### config.mk
export PLATFORM = sky130hd
export DESIGN_NAME = ptp_top
export DESIGN_NICKNAME = d
export VERILOG_FILES = /design/src/ptp_dummy_unused.sv /design/src/ptp_pkg.sv /design/src/ptp_modreduce.sv /design/src/ptp_top.sv
export SDC_FILE = /design/constraint.sdc
export NUM_CORES = 2
export LEC_CHECK = 0
export ABC_AREA = 1
export BUFFER_PORTS_ARGS = -buffer_cell sky130_fd_sc_hd__buf_4
export CAP_MARGIN = 20
export CORE_ASPECT_RATIO = 2
export CORE_MARGIN = 2
export CORE_UTILIZATION = 40
export CTS_BUF_LIST = sky130_fd_sc_hd__clkbuf_16
export DETAILED_ROUTE_END_ITERATION = 10
export SYNTH_ARGS = -nofsm -noshare
export SYNTH_HDL_FRONTEND = slang
export SYNTH_SLANG_ARGS = --single-unit
### constraint.sdc
create_clock -name aclk -period 36 [get_ports aclk]
set_input_delay 9 -clock aclk [delete_from_list [all_inputs] [get_ports aclk]]
set_output_delay 9 -clock aclk [all_outputs]
set_load 0.01 [all_outputs]
### src/ptp_dummy_unused.sv
// spare file, holds no logic

### src/ptp_pkg.sv
// package: constants and types for the link tracking precoder
package ptp_pkg;

  // ---------------------------------------------------------------------
  // register map (byte addresses)
  // ---------------------------------------------------------------------
  localparam logic [7:0] ADDR_CTRL   = 8'h00;
  localparam logic [7:0] ADDR_STATUS = 8'h04;
  localparam logic [7:0] ADDR_COEF0  = 8'h08;
  localparam logic [7:0] ADDR_COEF1  = 8'h0c;
  localparam logic [7:0] ADDR_COEF2  = 8'h10;
  localparam logic [7:0] ADDR_COEF3  = 8'h14;
  localparam logic [7:0] ADDR_PSCALE = 8'h18;
  localparam logic [7:0] ADDR_REQ    = 8'h1c;

  // control register fields
  localparam int CTRL_LOC_CAP_POS   = 0;
  localparam int CTRL_LOC_LPI_POS   = 1;
  localparam int CTRL_LOC_OK_POS    = 2;
  localparam int CTRL_REQ_SET_POS   = 4;
  localparam int CTRL_REQ_RATE_POS  = 8;
  localparam logic [31:0] CTRL_RESET = 32'h0000_0000;

  // ---------------------------------------------------------------------
  // datapath sizes
  // ---------------------------------------------------------------------
  localparam int NTAPS     = 4;   // precoder taps
  localparam int SW        = 10;  // sample width, covers -512..511
  localparam int CW        = 8;   // tap coefficient width, Q1.6
  localparam int CFRAC     = 6;
  localparam int SETW      = 4;   // coefficient set identifier width
  localparam int RATEW     = 3;   // spectral efficiency code width

  // spectral efficiency code: alphabet size is 2 << code (2..64)
  localparam logic [RATEW-1:0] RATE_MIN = 3'h0;
  localparam logic [RATEW-1:0] RATE_MAX = 3'h5;
  localparam int M_PILOT1 = 2;
  localparam int M_PILOT2 = 256;

  // clock recovery tolerance in ppm
  localparam int CLK_TOL_PPM = 100;

  // frame data types
  typedef enum logic [2:0] {
    DT_SYNC    = 3'h0,
    DT_TRAIN   = 3'h1,
    DT_HEADER  = 3'h2,
    DT_ZERO    = 3'h3,
    DT_PAYLOAD = 3'h4,
    DT_OFF     = 3'h5
  } ptp_dtype_type;

  // link monitor states
  typedef enum logic [2:0] {
    LS_FAIL = 3'b001,
    LS_INIT = 3'b010,
    LS_OK   = 3'b100
  } ptp_link_type;

endpackage : ptp_pkg

### src/ptp_modreduce.sv
// module: modulo 2M reduction into -M .. M-1
`timescale 1ns/1ns
module ptp_modreduce (
  input  wire logic signed [ptp_pkg::SW+3:0] val,
  input  wire logic        [3:0]             log2m,
  output logic      signed [ptp_pkg::SW-1:0] red
);
  logic signed [ptp_pkg::SW+3:0] m_val;
  logic signed [ptp_pkg::SW+3:0] sh;
  logic        [ptp_pkg::SW+3:0] mask;

  // add M, keep low log2(2M) bits, subtract M: output in [-M, M)
  always_comb begin
    m_val = (ptp_pkg::SW+4)'(1) <<< log2m;
    mask  = ((ptp_pkg::SW+4)'(1) << (log2m + 4'h1)) - (ptp_pkg::SW+4)'(1);
    sh    = signed'((val + m_val) & mask) - m_val;
    red   = sh[ptp_pkg::SW-1:0];
  end
endmodule : ptp_modreduce

### src/ptp_top.sv
// module: tracking control, link monitor and transmit precoder
//
// Behaviour
// - announce coefficient set one frame before use
// - set id keeps partner taps matching receiver
// - coefficient requests go out in header bits
// - announce new rate one frame ahead
// - both capable: start at minimum rate
// - then change rate only on partner request
// - own rate requests go in header bits
// - receive config follows last decoded header
// - same machines for start-up and tracking
// - receiver estimates coefficients (software supplied)
// - link good only when both ends good
// - link failure stops normal data
// - clock recovery tolerates 100 ppm offset
// - subtract feedback, reduce into -M..M-1
// - output is reduced value times scale
// - symbols are odd levels within alphabet
// - alphabet two for pilot1/header, 256 pilot2
// - zero type feeds zero symbol
// - payload alphabet between 2 and 64
// - payload alphabet fixed over a frame
// - taps zero except payload
// - report link change with FAIL or OK
// - local status out, remote status in header
// - low power idle only when link good
//
// Decided for this implementation: the AXI4-Lite slave port and the register offsets.
`timescale 1ns/1ns
module ptp_top (
  input  wire logic                          aclk,
  input  wire logic                          aresetn,
  // axi4-lite slave
  input  wire logic [7:0]                    s_axi_awaddr,
  input  wire logic                          s_axi_awvalid,
  output logic                               s_axi_awready,
  input  wire logic [31:0]                   s_axi_wdata,
  input  wire logic [3:0]                    s_axi_wstrb,
  input  wire logic                          s_axi_wvalid,
  output logic                               s_axi_wready,
  output logic [1:0]                         s_axi_bresp,
  output logic                               s_axi_bvalid,
  input  wire logic                          s_axi_bready,
  input  wire logic [7:0]                    s_axi_araddr,
  input  wire logic                          s_axi_arvalid,
  output logic                               s_axi_arready,
  output logic [31:0]                        s_axi_rdata,
  output logic [1:0]                         s_axi_rresp,
  output logic                               s_axi_rvalid,
  input  wire logic                          s_axi_rready,
  // transmit symbol stream
  input  wire logic                          tx_valid,
  input  wire logic signed [8:0]             tx_symbol,
  input  wire logic [2:0]                    tx_dtype,
  input  wire logic                          tx_frame_start,
  output logic                               tx_out_valid,
  output logic signed [15:0]                 tx_sample,
  // header fields decoded from the partner
  input  wire logic                          rx_hdr_valid,
  input  wire logic [3:0]                    rx_coef_set_request_id,
  input  wire logic [2:0]                    rx_rate_request,
  input  wire logic                          rx_rate_adapt_capability,
  input  wire logic                          rx_low_power_capability,
  input  wire logic                          rx_status_field,
  input  wire logic                          rx_clock_lock,
  // header fields to send to the partner
  output logic [3:0]                         tx_coef_set_announce,
  output logic [2:0]                         tx_rate_announce,
  output logic [3:0]                         tx_coef_set_request_id,
  output logic [2:0]                         tx_rate_request,
  output logic                               tx_rate_adapt_capability,
  output logic                               tx_rx_status_field,
  // receive configuration and monitor
  output logic [2:0]                         rx_rate_cfg,
  output logic                               link_change_report,
  output logic                               link_ok,
  output logic                               data_enable,
  output logic                               low_power_idle_en
);

  // ---------------------------------------------------------------------
  // state
  // ---------------------------------------------------------------------
  localparam int NT = ptp_pkg::NTAPS;
  localparam int SW = ptp_pkg::SW;
  localparam int CW = ptp_pkg::CW;

  typedef struct packed {
    logic                                aw_got;
    logic [7:0]                          aw_addr;
    logic                                w_got;
    logic [31:0]                         w_data;
    logic [3:0]                          w_strb;
    logic                                bvalid;
    logic                                rvalid;
    logic [31:0]                         rdata;
    logic [1:0]                          rresp;
    logic [31:0]                         ctrl;
    logic [NT*CW-1:0]                    coef_sw;
    logic [15:0]                         pscale;
    logic [3:0]                          set_req;
    logic [3:0]                          set_pend;
    logic                                set_pend_v;
    logic [3:0]                          set_cur;
    logic [NT*CW-1:0]                    coef_pend;
    logic [NT*CW-1:0]                    coef_cur;
    logic [2:0]                          rate_pend;
    logic                                rate_pend_v;
    logic [2:0]                          rate_cur;
    logic                                abr_on;
    logic [2:0]                          rx_rate;
    logic                                rem_ok;
    logic                                rem_lpi;
    ptp_pkg::ptp_link_type               lstate;
    logic                                lchg;
    logic [NT*ptp_pkg::SW-1:0]           hist;
    logic                                oval;
    logic signed [15:0]                  sample;
    logic                                lpi_en;
  } ptp_state_type;

  ptp_state_type s_r;
  ptp_state_type s_nxt;

  // ---------------------------------------------------------------------
  // precoder datapath
  // ---------------------------------------------------------------------
  logic signed [SW+3:0]         acc;
  logic signed [SW-1:0]         reduced;
  logic [3:0]                   log2m;
  logic signed [8:0]            sym_in;
  logic signed [NT*(SW+CW)-1:0] prods;
  logic                         use_taps;

  // taps only on payload, pilots and header run unprecoded
  assign use_taps = (tx_dtype == ptp_pkg::DT_PAYLOAD);

  // alphabet size per data type, payload from the live rate only
  always_comb begin
    case (tx_dtype)
      ptp_pkg::DT_TRAIN:   log2m = 4'h8;
      ptp_pkg::DT_PAYLOAD: log2m = {1'b0, s_r.rate_cur} + 4'h1;
      default:             log2m = 4'h1;
    endcase
  end

  // zero type forces a zero symbol
  assign sym_in = (tx_dtype == ptp_pkg::DT_ZERO) ? 9'sh000 : tx_symbol;

  genvar g;
  generate
    for (g = 0; g < NT; g++) begin : g_tap
      assign prods[g*(SW+CW) +: SW+CW] =
        signed'(s_r.hist[g*SW +: SW]) * signed'(s_r.coef_cur[g*CW +: CW]);
    end
  endgenerate

  // subtract weighted past outputs, taps are Q1.6
  always_comb begin
    logic signed [SW+CW+2:0] fb;
    fb = '0;
    for (int i = 0; i < NT; i++) begin
      fb = fb + (SW+CW+3)'(signed'(prods[i*(SW+CW) +: SW+CW]));
    end
    if (!use_taps) begin
      fb = '0;
    end
    acc = (SW+4)'(signed'(sym_in)) - (SW+4)'(fb >>> ptp_pkg::CFRAC);
  end

  ptp_modreduce u_mod (
    .val   (acc),
    .log2m (log2m),
    .red   (reduced)
  );

  // ---------------------------------------------------------------------
  // next state
  // ---------------------------------------------------------------------
  logic                          wr_fire;
  logic                          both_cap;
  logic                          loc_ok;
  logic signed [SW+15:0]         scaled;

  assign loc_ok   = s_r.ctrl[ptp_pkg::CTRL_LOC_OK_POS] & rx_clock_lock;
  assign both_cap = s_r.ctrl[ptp_pkg::CTRL_LOC_CAP_POS]
                  & rx_rate_adapt_capability;
  assign wr_fire  = s_r.aw_got & s_r.w_got & ~s_r.bvalid;
  assign scaled   = signed'(reduced) * signed'({1'b0, s_r.pscale[14:0]});

  always_comb begin
    s_nxt = s_r;
    s_nxt.lchg = 1'b0;

    // axi write: address and data in either order, answer after both
    if (s_axi_awvalid && !s_r.aw_got) begin
      s_nxt.aw_got  = 1'b1;
      s_nxt.aw_addr = s_axi_awaddr;
    end
    if (s_axi_wvalid && !s_r.w_got) begin
      s_nxt.w_got  = 1'b1;
      s_nxt.w_data = s_axi_wdata;
      s_nxt.w_strb = s_axi_wstrb;
    end
    if (wr_fire) begin
      s_nxt.bvalid = 1'b1;
      s_nxt.aw_got = 1'b0;
      s_nxt.w_got  = 1'b0;
      case (s_r.aw_addr)
        ptp_pkg::ADDR_CTRL:   s_nxt.ctrl = s_r.w_data;
        ptp_pkg::ADDR_COEF0:  s_nxt.coef_sw[0*CW +: CW] = s_r.w_data[CW-1:0];
        ptp_pkg::ADDR_COEF1:  s_nxt.coef_sw[1*CW +: CW] = s_r.w_data[CW-1:0];
        ptp_pkg::ADDR_COEF2:  s_nxt.coef_sw[2*CW +: CW] = s_r.w_data[CW-1:0];
        ptp_pkg::ADDR_COEF3:  s_nxt.coef_sw[3*CW +: CW] = s_r.w_data[CW-1:0];
        ptp_pkg::ADDR_PSCALE: s_nxt.pscale = s_r.w_data[15:0];
        default: ;
      endcase
    end
    if (s_r.bvalid && s_axi_bready) begin
      s_nxt.bvalid = 1'b0;
    end

    // axi read: unmapped addresses read zero with OKAY
    if (s_axi_arvalid && !s_r.rvalid) begin
      s_nxt.rvalid = 1'b1;
      s_nxt.rresp  = 2'b00;
      case (s_axi_araddr)
        ptp_pkg::ADDR_CTRL:   s_nxt.rdata = s_r.ctrl;
        ptp_pkg::ADDR_STATUS: s_nxt.rdata = {16'h0000, 1'b0, s_r.rx_rate,
                                s_r.set_cur, 1'b0, s_r.rate_cur,
                                s_r.rem_lpi, s_r.abr_on, s_r.rem_ok,
                                s_r.lstate == ptp_pkg::LS_OK};
        ptp_pkg::ADDR_COEF0:  s_nxt.rdata = 32'(s_r.coef_cur[0*CW +: CW]);
        ptp_pkg::ADDR_COEF1:  s_nxt.rdata = 32'(s_r.coef_cur[1*CW +: CW]);
        ptp_pkg::ADDR_COEF2:  s_nxt.rdata = 32'(s_r.coef_cur[2*CW +: CW]);
        ptp_pkg::ADDR_COEF3:  s_nxt.rdata = 32'(s_r.coef_cur[3*CW +: CW]);
        ptp_pkg::ADDR_PSCALE: s_nxt.rdata = 32'(s_r.pscale);
        ptp_pkg::ADDR_REQ:    s_nxt.rdata = {25'h0, rx_rate_request,
                                rx_coef_set_request_id};
        default:              s_nxt.rdata = 32'h0000_0000;
      endcase
    end else if (s_r.rvalid && s_axi_rready) begin
      s_nxt.rvalid = 1'b0;
    end

    // partner header: latch requests and status each frame
    if (rx_hdr_valid) begin
      s_nxt.rx_rate = rx_rate_request;
      s_nxt.rem_ok  = rx_status_field;
      s_nxt.rem_lpi = rx_low_power_capability;
      if (rx_coef_set_request_id != s_r.set_cur) begin
        s_nxt.set_req = rx_coef_set_request_id;
      end
    end

    // frame boundary: apply last frame's announcement, then announce new
    if (tx_valid && tx_frame_start) begin
      if (s_r.set_pend_v) begin
        s_nxt.set_cur  = s_r.set_pend;
        s_nxt.coef_cur = s_r.coef_pend;
      end
      if (s_r.rate_pend_v) begin
        s_nxt.rate_cur = s_r.rate_pend;
      end
      s_nxt.set_pend_v  = 1'b0;
      s_nxt.rate_pend_v = 1'b0;
      // same path at start-up and when tracking
      if (s_r.set_req != s_r.set_cur) begin
        s_nxt.set_pend   = s_r.set_req;
        s_nxt.coef_pend  = s_r.coef_sw;
        s_nxt.set_pend_v = 1'b1;
      end
      if (both_cap && !s_r.abr_on) begin
        s_nxt.abr_on      = 1'b1;
        s_nxt.rate_pend   = ptp_pkg::RATE_MIN;
        s_nxt.rate_pend_v = 1'b1;
      end else if (s_r.abr_on && s_r.rem_ok
                   && s_r.rx_rate != s_r.rate_cur
                   && s_r.rx_rate <= ptp_pkg::RATE_MAX) begin
        s_nxt.rate_pend   = s_r.rx_rate;
        s_nxt.rate_pend_v = 1'b1;
      end
    end
    if (!both_cap) begin
      s_nxt.abr_on = 1'b0;
    end

    // link monitor
    case (s_r.lstate)
      ptp_pkg::LS_FAIL: if (loc_ok) s_nxt.lstate = ptp_pkg::LS_INIT;
      ptp_pkg::LS_INIT: begin
        if (!loc_ok)            s_nxt.lstate = ptp_pkg::LS_FAIL;
        else if (s_r.rem_ok)    s_nxt.lstate = ptp_pkg::LS_OK;
      end
      ptp_pkg::LS_OK: if (!loc_ok || !s_r.rem_ok)
                        s_nxt.lstate = ptp_pkg::LS_FAIL;
      default: s_nxt.lstate = ptp_pkg::LS_FAIL;
    endcase
    s_nxt.lchg = ((s_nxt.lstate == ptp_pkg::LS_OK)
               != (s_r.lstate == ptp_pkg::LS_OK));
    // registered from next values so the pin drops with the link
    s_nxt.lpi_en = s_nxt.ctrl[ptp_pkg::CTRL_LOC_LPI_POS] & s_nxt.rem_lpi
                 & (s_nxt.lstate == ptp_pkg::LS_OK);

    // transmit sample: reduced value times power scale
    s_nxt.oval = tx_valid && (s_r.lstate == ptp_pkg::LS_OK
                 || tx_dtype != ptp_pkg::DT_PAYLOAD)
                 && tx_dtype != ptp_pkg::DT_OFF;
    if (tx_valid) begin
      s_nxt.sample = 16'(scaled >>> 8);
      s_nxt.hist   = {s_r.hist[(NT-1)*SW-1:0], reduced};
    end
  end

  // ---------------------------------------------------------------------
  // registers
  // ---------------------------------------------------------------------
  always_ff @(posedge aclk) begin
    if (!aresetn) begin
      s_r        <= '0;
      s_r.ctrl   <= ptp_pkg::CTRL_RESET;
      s_r.lstate <= ptp_pkg::LS_FAIL;
    end else begin
      s_r <= s_nxt;
    end
  end

  // ---------------------------------------------------------------------
  // outputs, all from flip-flops
  // ---------------------------------------------------------------------
  assign s_axi_awready          = ~s_r.aw_got;
  assign s_axi_wready           = ~s_r.w_got;
  assign s_axi_bvalid           = s_r.bvalid;
  assign s_axi_bresp            = 2'b00;
  assign s_axi_arready          = ~s_r.rvalid;
  assign s_axi_rvalid           = s_r.rvalid;
  assign s_axi_rdata            = s_r.rdata;
  assign s_axi_rresp            = s_r.rresp;
  assign tx_out_valid           = s_r.oval;
  assign tx_sample              = s_r.sample;
  assign tx_coef_set_announce   = s_r.set_pend;
  assign tx_rate_announce       = s_r.rate_pend;
  assign tx_coef_set_request_id = s_r.ctrl[7:4];
  assign tx_rate_request        = s_r.ctrl[10:8];
  assign tx_rate_adapt_capability = s_r.ctrl[ptp_pkg::CTRL_LOC_CAP_POS];
  assign tx_rx_status_field     = s_r.ctrl[ptp_pkg::CTRL_LOC_OK_POS];
  assign rx_rate_cfg            = s_r.rx_rate;
  assign link_change_report     = s_r.lchg;
  // one-hot state: the good bit is itself a flip-flop
  assign link_ok                = s_r.lstate[2];
  assign data_enable            = s_r.lstate[2];
  assign low_power_idle_en      = s_r.lpi_en;
endmodule : ptp_top

## Word level (Yosys, flattened, before mapping)

Cells that the tools add are included.

| storage, ports and cells | value |
|---|---|
| bits in latches | 0 |
| register bits after elaboration | 308 |
| bits of input ports | 85 |
| RAM bits | 0 |
| logic and storage cells | 148 |
| output and inout port bits | 81 |
| memories kept | 0 |
| memory bits (read-only) | 0 |

| operators by class | value |
|---|---|
| divide/modulo/power cells | 0 |
| bitwise gates (word level) | 12 |
| add/sub/neg operators | 9 |
| shift-type cells | 2 |
| $lt $le $gt $ge | 1 |
| $mul | 5 |
| equality and inequality tests | 25 |
| mux-type cells | 22 |
| reduce and logical (&&, ||, !) cells | 39 |

Operators with widths:

| kind | count |
|---|---|
| one-hot mux 32 bit (8 select lines) | 1 |
| multiplier 10 x 8 -> 16 bit | 4 |
| equality test 8 x 5 -> 1 bit (second input constant) | 7 |
| 2-to-1 mux 50 bit | 1 |
| adder 16 bit | 3 |
| equality test 8 x 4 -> 1 bit (second input constant) | 4 |
| 2-to-1 mux 16 bit | 2 |
| 2-to-1 mux 8 bit | 4 |
| AND reduction 2 bit | 13 |
| multiplier 10 x 16 -> 24 bit | 1 |
| zero test 8 bit | 2 |
| logical AND 1 bit | 12 |
| 2-to-1 mux 3 bit | 4 |
| adder 10 bit | 1 |
| bitwise AND 10 bit | 1 |
| << shifter 1 x 4 -> 10 bit (first input constant) | 1 |
| <<< shifter 2 x 4 -> 10 bit (first input constant) | 1 |
| subtractor 10 bit | 1 |
| subtractor 10 x 2 -> 10 bit (second input constant) | 1 |
| subtractor 9 x 10 -> 10 bit | 1 |
| equality test 3 bit (second input constant) | 3 |
| 2-to-1 mux 9 bit | 1 |
| one-hot mux 3 bit (3 select lines) | 1 |
| equality test 8 x 3 -> 1 bit (second input constant) | 1 |
| other kinds (19) | 44 |

## Logic depth before layout (Yosys ltp)

| logic depth | value |
|---|---|
| depth after elaboration | 10 |
| depth in mapped cells | 74 |
| gate-level depth less buffers | 73 |

## Modules after synthesis

Synthesis repeated with hierarchy kept, for this count alone.

| unflattened totals | value |
|---|---|
| cell total of the unflattened synthesis | 4196 |
| area total of the unflattened synthesis | 32369.8 µm² |

By module, submodules not included:

| module | times used | cells each | sequential area each (µm²) | area an instance (µm²) |
|---|---|---|---|---|
| ptp_top | 1 | 3977 | 6165.9 | 31148.6 |
| ptp_modreduce | 1 | 219 | 0.0 | 1221.2 |

## Least setup slack after synthesis

No wires, ideal clock.

| timing | value |
|---|---|
| path type | input to register |
| start | in tx_dtype[2] |
| end | reg s_r, in the netlist tx_sample[12] |
| data arrival time | 16.876 ns |
| data required time | 35.943 ns |
| library setup time | 0.057 ns |
| slack | 19.067 ns |
| stages on the path | 49 |
| path buffers | 0 |
| path through | inv_1 > nor3_4 > inv_2 > nor2_1 > nor2_1 > inv_1 > nor2_1 > nand2_1 > fa_1 > inv_1 > fa_1 > nand2_1 > inv_1 > nor3_1 > ha_1 > a21oi_2 > a21oi_1 > o21ai_1 > (+13 left out) > inv_1 > fa_1 > fa_1 > fa_1 > fa_1 > inv_1 > ha_1 > a21oi_1 > o21ai_0 > a21o_1 > a21oi_1 > o21ai_1 > a31oi_1 > o21ai_0 > or2_1 > nand3_1 > o211ai_1 > inv_1 |

| between the ends | value |
|---|---|
| longest elaborated chain between the ends | 8 |
| elaborated cells between the ends (all ways) | 15 |
| classes of those cells | add/sub: 5; mul: 1; eq/ne: 3; shift: 2; mux: 3; bitwise: 1 |

RTL lines:

| item | RTL line | RTL |
|---|---|---|
| from (decl) | ptp_top.sv:55 | `input wire logic [2:0] tx_dtype,` |
| equality test 3 bit or equality test 3 x 1 -> 1 bit (tied branches) | ptp_top.sv:137, ptp_top.sv:141 |  |
| one-hot mux 4 bit (2 select lines) | ptp_top.sv:141 | `case (tx_dtype)` |
| adder 4 x 1 -> 4 bit | ptp_modreduce.sv:15 | `mask = ((ptp_pkg::SW+4)'(1) << (log2m + 4'h1)) - (ptp_pkg::SW+4)'(1);` |
| << shifter 1 x 4 -> 10 bit | ptp_modreduce.sv:15 |  |
| subtractor 10 x 2 -> 10 bit | ptp_modreduce.sv:15 |  |
| bitwise AND 10 bit | ptp_modreduce.sv:16 | `sh = signed'((val + m_val) & mask) - m_val;` |
| subtractor 10 bit (*) | ptp_modreduce.sv:16 |  |
| multiplier 10 x 16 -> 24 bit (*) | ptp_top.sv:190 | `assign scaled = signed'(reduced) * signed'({1'b0, s_r.pscale[14:0]});` |
| to (signal assigned) | ptp_top.sv:325 | `s_r <= s_nxt;` |
| to (decl) | ptp_top.sv:123 | `ptp_state_type s_r;` |

Every way passes the cells marked *; elsewhere a longest branch is shown, timed or not.
A chain may end at the register's enable or synchronous reset.

## Worst setup path in the final report

| timing | value |
|---|---|
| start | in tx_dtype[1] |
| end | reg s_r, in the netlist tx_sample[12] |

The elaborated chain is that of the path after synthesis.

==> impl_metrics.py <==
metrics = {
    "synthesis": {
        "synthCells": 3803,
        "avgSynthCellArea_um2": 7.773,
        "synth_compound_area_frac": 0.1080,
        "synth_fa_ha_area_frac": 0.3580,
        "synth_cell_types": 50,
        "synth-seq-area-share": 0.2086,
        "synth-seq-cells": 308,
        "async_flop_share": 0,
        "yosys_warnings": 0,
        "synth_ff_type": "dfxtp_1",
        "synth_top_family_by_area": "adder cells",
        "yosysTopAreaCell": "fa_1",
        "synth_edf_count": 0,
        "synthSimpleGateAreaFrac": 0.1601,
        "synth_area_um2": 29560,
        "muxShareOfSynthArea": 0,
        "yosysTopAreaCellShare": 0.2831,
        "synth_xor_xnor_area_share": 0.01304,
        "synth.area.top_cells": "fa_1, dfxtp_1, inv_1",
    },
    "sta": {
        "tightest_slew_ns": 1.113,
        "slew_violations": 0,
        "finalHoldViolations": 0,
        "post-route-period-util": 0.5042,
        "fin_skew_ns": 0.01386,
        "setup_viol": 0,
        "whs_ns": 0.4538,
        "maxSlewHeadroom": 0.2523,
        "fin_tns_setup_ns": 0,
        "fin_crit_ns": 18.15,
        "fmax_mhz": 55.09,
        "rsz0062_at_grt": "false",
    },
    "worst_hold_path": {
        "min_path_type": "register to register",
        "min_from": "s_r[298]",
        "holdPathEnd": "s_r[298]",
        "holdPathStages": 2,
    },
    "cts": {
        "tritoncts": "yes",
        "clkLatencyLatePin_ns": 0.61,
        "cts_buffer_depth": 3,
        "clk_pin_slew_ns": 0.07,
        "h-tree-depth": 1,
        "cts_hold_buf": 0,
        "cts_sinks": 308,
        "cts_buffers": 29,
        "post_cts_buffers": 0,
        "cts_resized": 0,
        "cts-root-buf": "clkbuf_16",
    },
    "worst_setup_path": {
        "reg2reg_depth": 63,
        "r2r_end": "tx_sample[12]",
        "crit_path_max_incr_delay_ns": 0.54,
        "worstPathMaxFanout": 12,
        "r2r_setup_slack_ns": 20.99,
        "endpoint_kind": "register",
        "crit_arrival_ns": 18.71,
        "cp-start-kind": "input port",
        "cp.required_ns": 36.56,
        "rr_startpoint": "s_r[98]",
        "slowest_stage": "nor3_4",
        "crit_type": "input port to register",
    },
    "pwr": {
        "leakagePower_uw": 0.01599,
        "vdd_drop_max_mv": 0.04794,
        "p_comb_frac": 0.293,
        "power.density_nw_per_um2": 31.61,
        "switching_share": 0.3654,
        "p_clk_frac": 0.322,
        "pwr-share-seq": 0.385,
        "power.internal_uw": 638.2,
        "power_switching_uw": 367.5,
    },
    "drt": {
        "drt_pass1_iterations": 6,
        "routed_wl_mm": 86.06,
        "postRouteAntennaNets": 0,
        "drc_errors": 0,
        "viasPerCell": 5.019,
        "drt_iter0_drc": 1261,
        "wl_per_cell_um": 18.22,
        "vias": 23706,
    },
    "die": {
        "coreArea_um2": 73570,
        "die_area_um2": 76220,
        "die_w_um": 196.2,
        "initial_utilization": 0.4018,
        "die_h_um": 388.5,
        "rows": 141,
        "ios": 166,
    },
    "run": {
        "cap_violations": 0,
    },
    "cells_and_area": {
        "final_util": 0.4325,
        "layout-drive-gt1-share": 0.08092,
        "area_growth_syn_to_layout_pct": 7.636,
        "n_fill_cell": 7473,
        "insertedDiodeCount": 0,
        "nNetsFinal": 4451,
    },
    "grt": {
        "antenna_found_initial": 0,
        "grt_pass1_wl_mm": 134.6,
        "grt_pass1_vias": 24773,
        "grt.total_usage": 0.2311,
        "grt_overflow": 0,
        "grt_max_degree": 120,
    },
    "placement": {
        "io_buffers": 157,
        "hpwl_mm": 69.87,
        "gp_congestion": 0.9118,
    },
    "run_status": {
        "status": "complete, no violations",
    },
}
## flip-flops by register name, indices dropped and copies added, names as in the netlist
name	cells
tx_sample	16
link_change_report	1
tx_rx_status_field	1
tx_rate_adapt_capability	1
rx_rate_cfg	3
s_axi_rvalid	1
tx_coef_set_announce	4
tx_out_valid	1
data_enable	1
tx_rate_request	3
tx_rate_announce	3
s_axi_rdata	32
s_r	235
s_axi_bvalid	1
low_power_idle_en	1
tx_coef_set_request_id	4
## worst max-delay path by stage
stage                     cells past startpoint   startpoint            end
final                                        46  tx_dtype[1]  tx_sample[12]
after detailed placement                     46  tx_dtype[1]  tx_sample[12]
after global routing                         45  tx_dtype[1]  tx_sample[14]
after CTS                                    46  tx_dtype[1]  tx_sample[12]
after floorplan                              49  tx_dtype[2]  tx_sample[12]
after global placement                       45  tx_dtype[1]  tx_sample[12]
## placed cells by master (no fill, tap or decap), types with 5 or more instances in the layout
cell type  count
a211oi_1      51
a21oi_1      212
a221oi_1       5
a31oi_1        5
buf_4        170
clkbuf_16     29
clkinv_1      11
clkinv_2       7
dfxtp_1      308
fa_1         418
ha_1         177
inv_1        847
inv_2         15
inv_6          5
nand2_1      623
nand2_2       26
nand3_1       63
nand3_2        6
nand4_1        7
nor2_1       373
nor3_1        21
o211ai_1      11
o21ai_0      253
o21ai_1        7
o21bai_1       7
o221ai_1       6
o22ai_1       12
or2_2         25
xnor2_1       21
xor2_1        23
## Yosys cell counts, types with 2 or more instances
| master | instances |
|---|---|
| inv_1 | 844 |
| nand2_1 | 624 |
| fa_1 | 418 |
| nor2_1 | 373 |
| dfxtp_1 | 308 |
| o21ai_0 | 253 |
| a21oi_1 | 212 |
| ha_1 | 177 |
| clkbuf_1 | 151 |
| buf_4 | 73 |
| nand3_1 | 63 |
| a211oi_1 | 51 |
| nand2_2 | 25 |
| or2_2 | 25 |
| xor2_1 | 23 |
| nor3_1 | 21 |
| xnor2_1 | 21 |
| inv_2 | 16 |
| o22ai_1 | 12 |
| o211ai_1 | 11 |
| buf_2 | 7 |
| clkinv_1 | 7 |
| nand4_1 | 7 |
| o21ai_1 | 7 |
| o21bai_1 | 7 |
| nand3_2 | 6 |
| o221ai_1 | 6 |
| a221oi_1 | 5 |
| a31oi_1 | 5 |
| buf_6 | 5 |
| nor4_1 | 5 |
| buf_1 | 3 |
| inv_4 | 3 |
| o21a_1 | 3 |
| o41ai_1 | 3 |
| a21o_1 | 2 |
| and2_1 | 2 |
| nand2_4 | 2 |
| nand3b_1 | 2 |
| nor2_2 | 2 |
| nor2_4 | 2 |
| o31ai_1 | 2 |
| or2_1 | 2 |
## final cells by class
| type | instances | area, um2 | area share |
|---|---|---|---|
| clock buffers | 29 | 725.7 | 0.02281 |
| multi-input cells | 2388 | 18920 | 0.5945 |
| flip-flops and latches | 308 | 6166 | 0.1938 |
| inverters | 871 | 3283 | 0.1032 |
| well taps | 929 | 1162 | 0.03653 |
| clock inverters | 25 | 237.7 | 0.007471 |
| repair buffers | 173 | 1328 | 0.04172 |
## stage by stage
stage          instances  area (um2)  power, uW  setup slack [ns]
2_1_floorplan       3806       29570      592.7             19.07
3_3_place_gp        4667       30810      687.3             17.28
3_5_place_dp        4668       30830      692.2             17.23
4_1_cts             4722       31800       1019             17.87
5_1_grt             4723       31820       1066             17.10
6_report            4723       31820       1006             17.85
## kinds of logic after synthesis
logic type | count (synthesis)
AOI/OAI and AO/OA | 582
adders and majority gates | 595
xor gates and xnor gates | 44
DFF | 308
and+or+nand+nor | 1163
other | 1
buffers and inverters | 1110
## critical path, delay by kind of cell
family,cells,cell delay (ns)
adder cells (fa/ha/maj),9,3.88
AO/OA/AOI/OAI,13,2.50
AND/OR/NAND/NOR,14,2.36
buffers and inverters,9,0.84
XOR/XNOR,1,0.10
## routing by layer
| metal | global-route usage | up-vias | wire length [um] |
|---|---|---|---|
| met3 | 0.02924 | 263 | 4200 |
| met4 | 0.1668 | 0 | 7193 |
| met5 | 0 | - | 0 |
| met1 | 0.2365 | 11409 | 29400 |
| met2 | 0.4286 | 717 | 45270 |
| li1 | - | 11317 | - |
## power groups by stage
stage / clock network [uW] / registers [uW] / logic [uW]
4_1_cts: 333 / 387 / 299
3_3_place_gp: 0 / 394 / 293
5_1_grt: 345 / 389 / 332
2_1_floorplan: 0 / 374 / 218
3_5_place_dp: 0 / 395 / 297
6_report: 324 / 387 / 295
No activity file was read; power rests on OpenSTA's default activity.
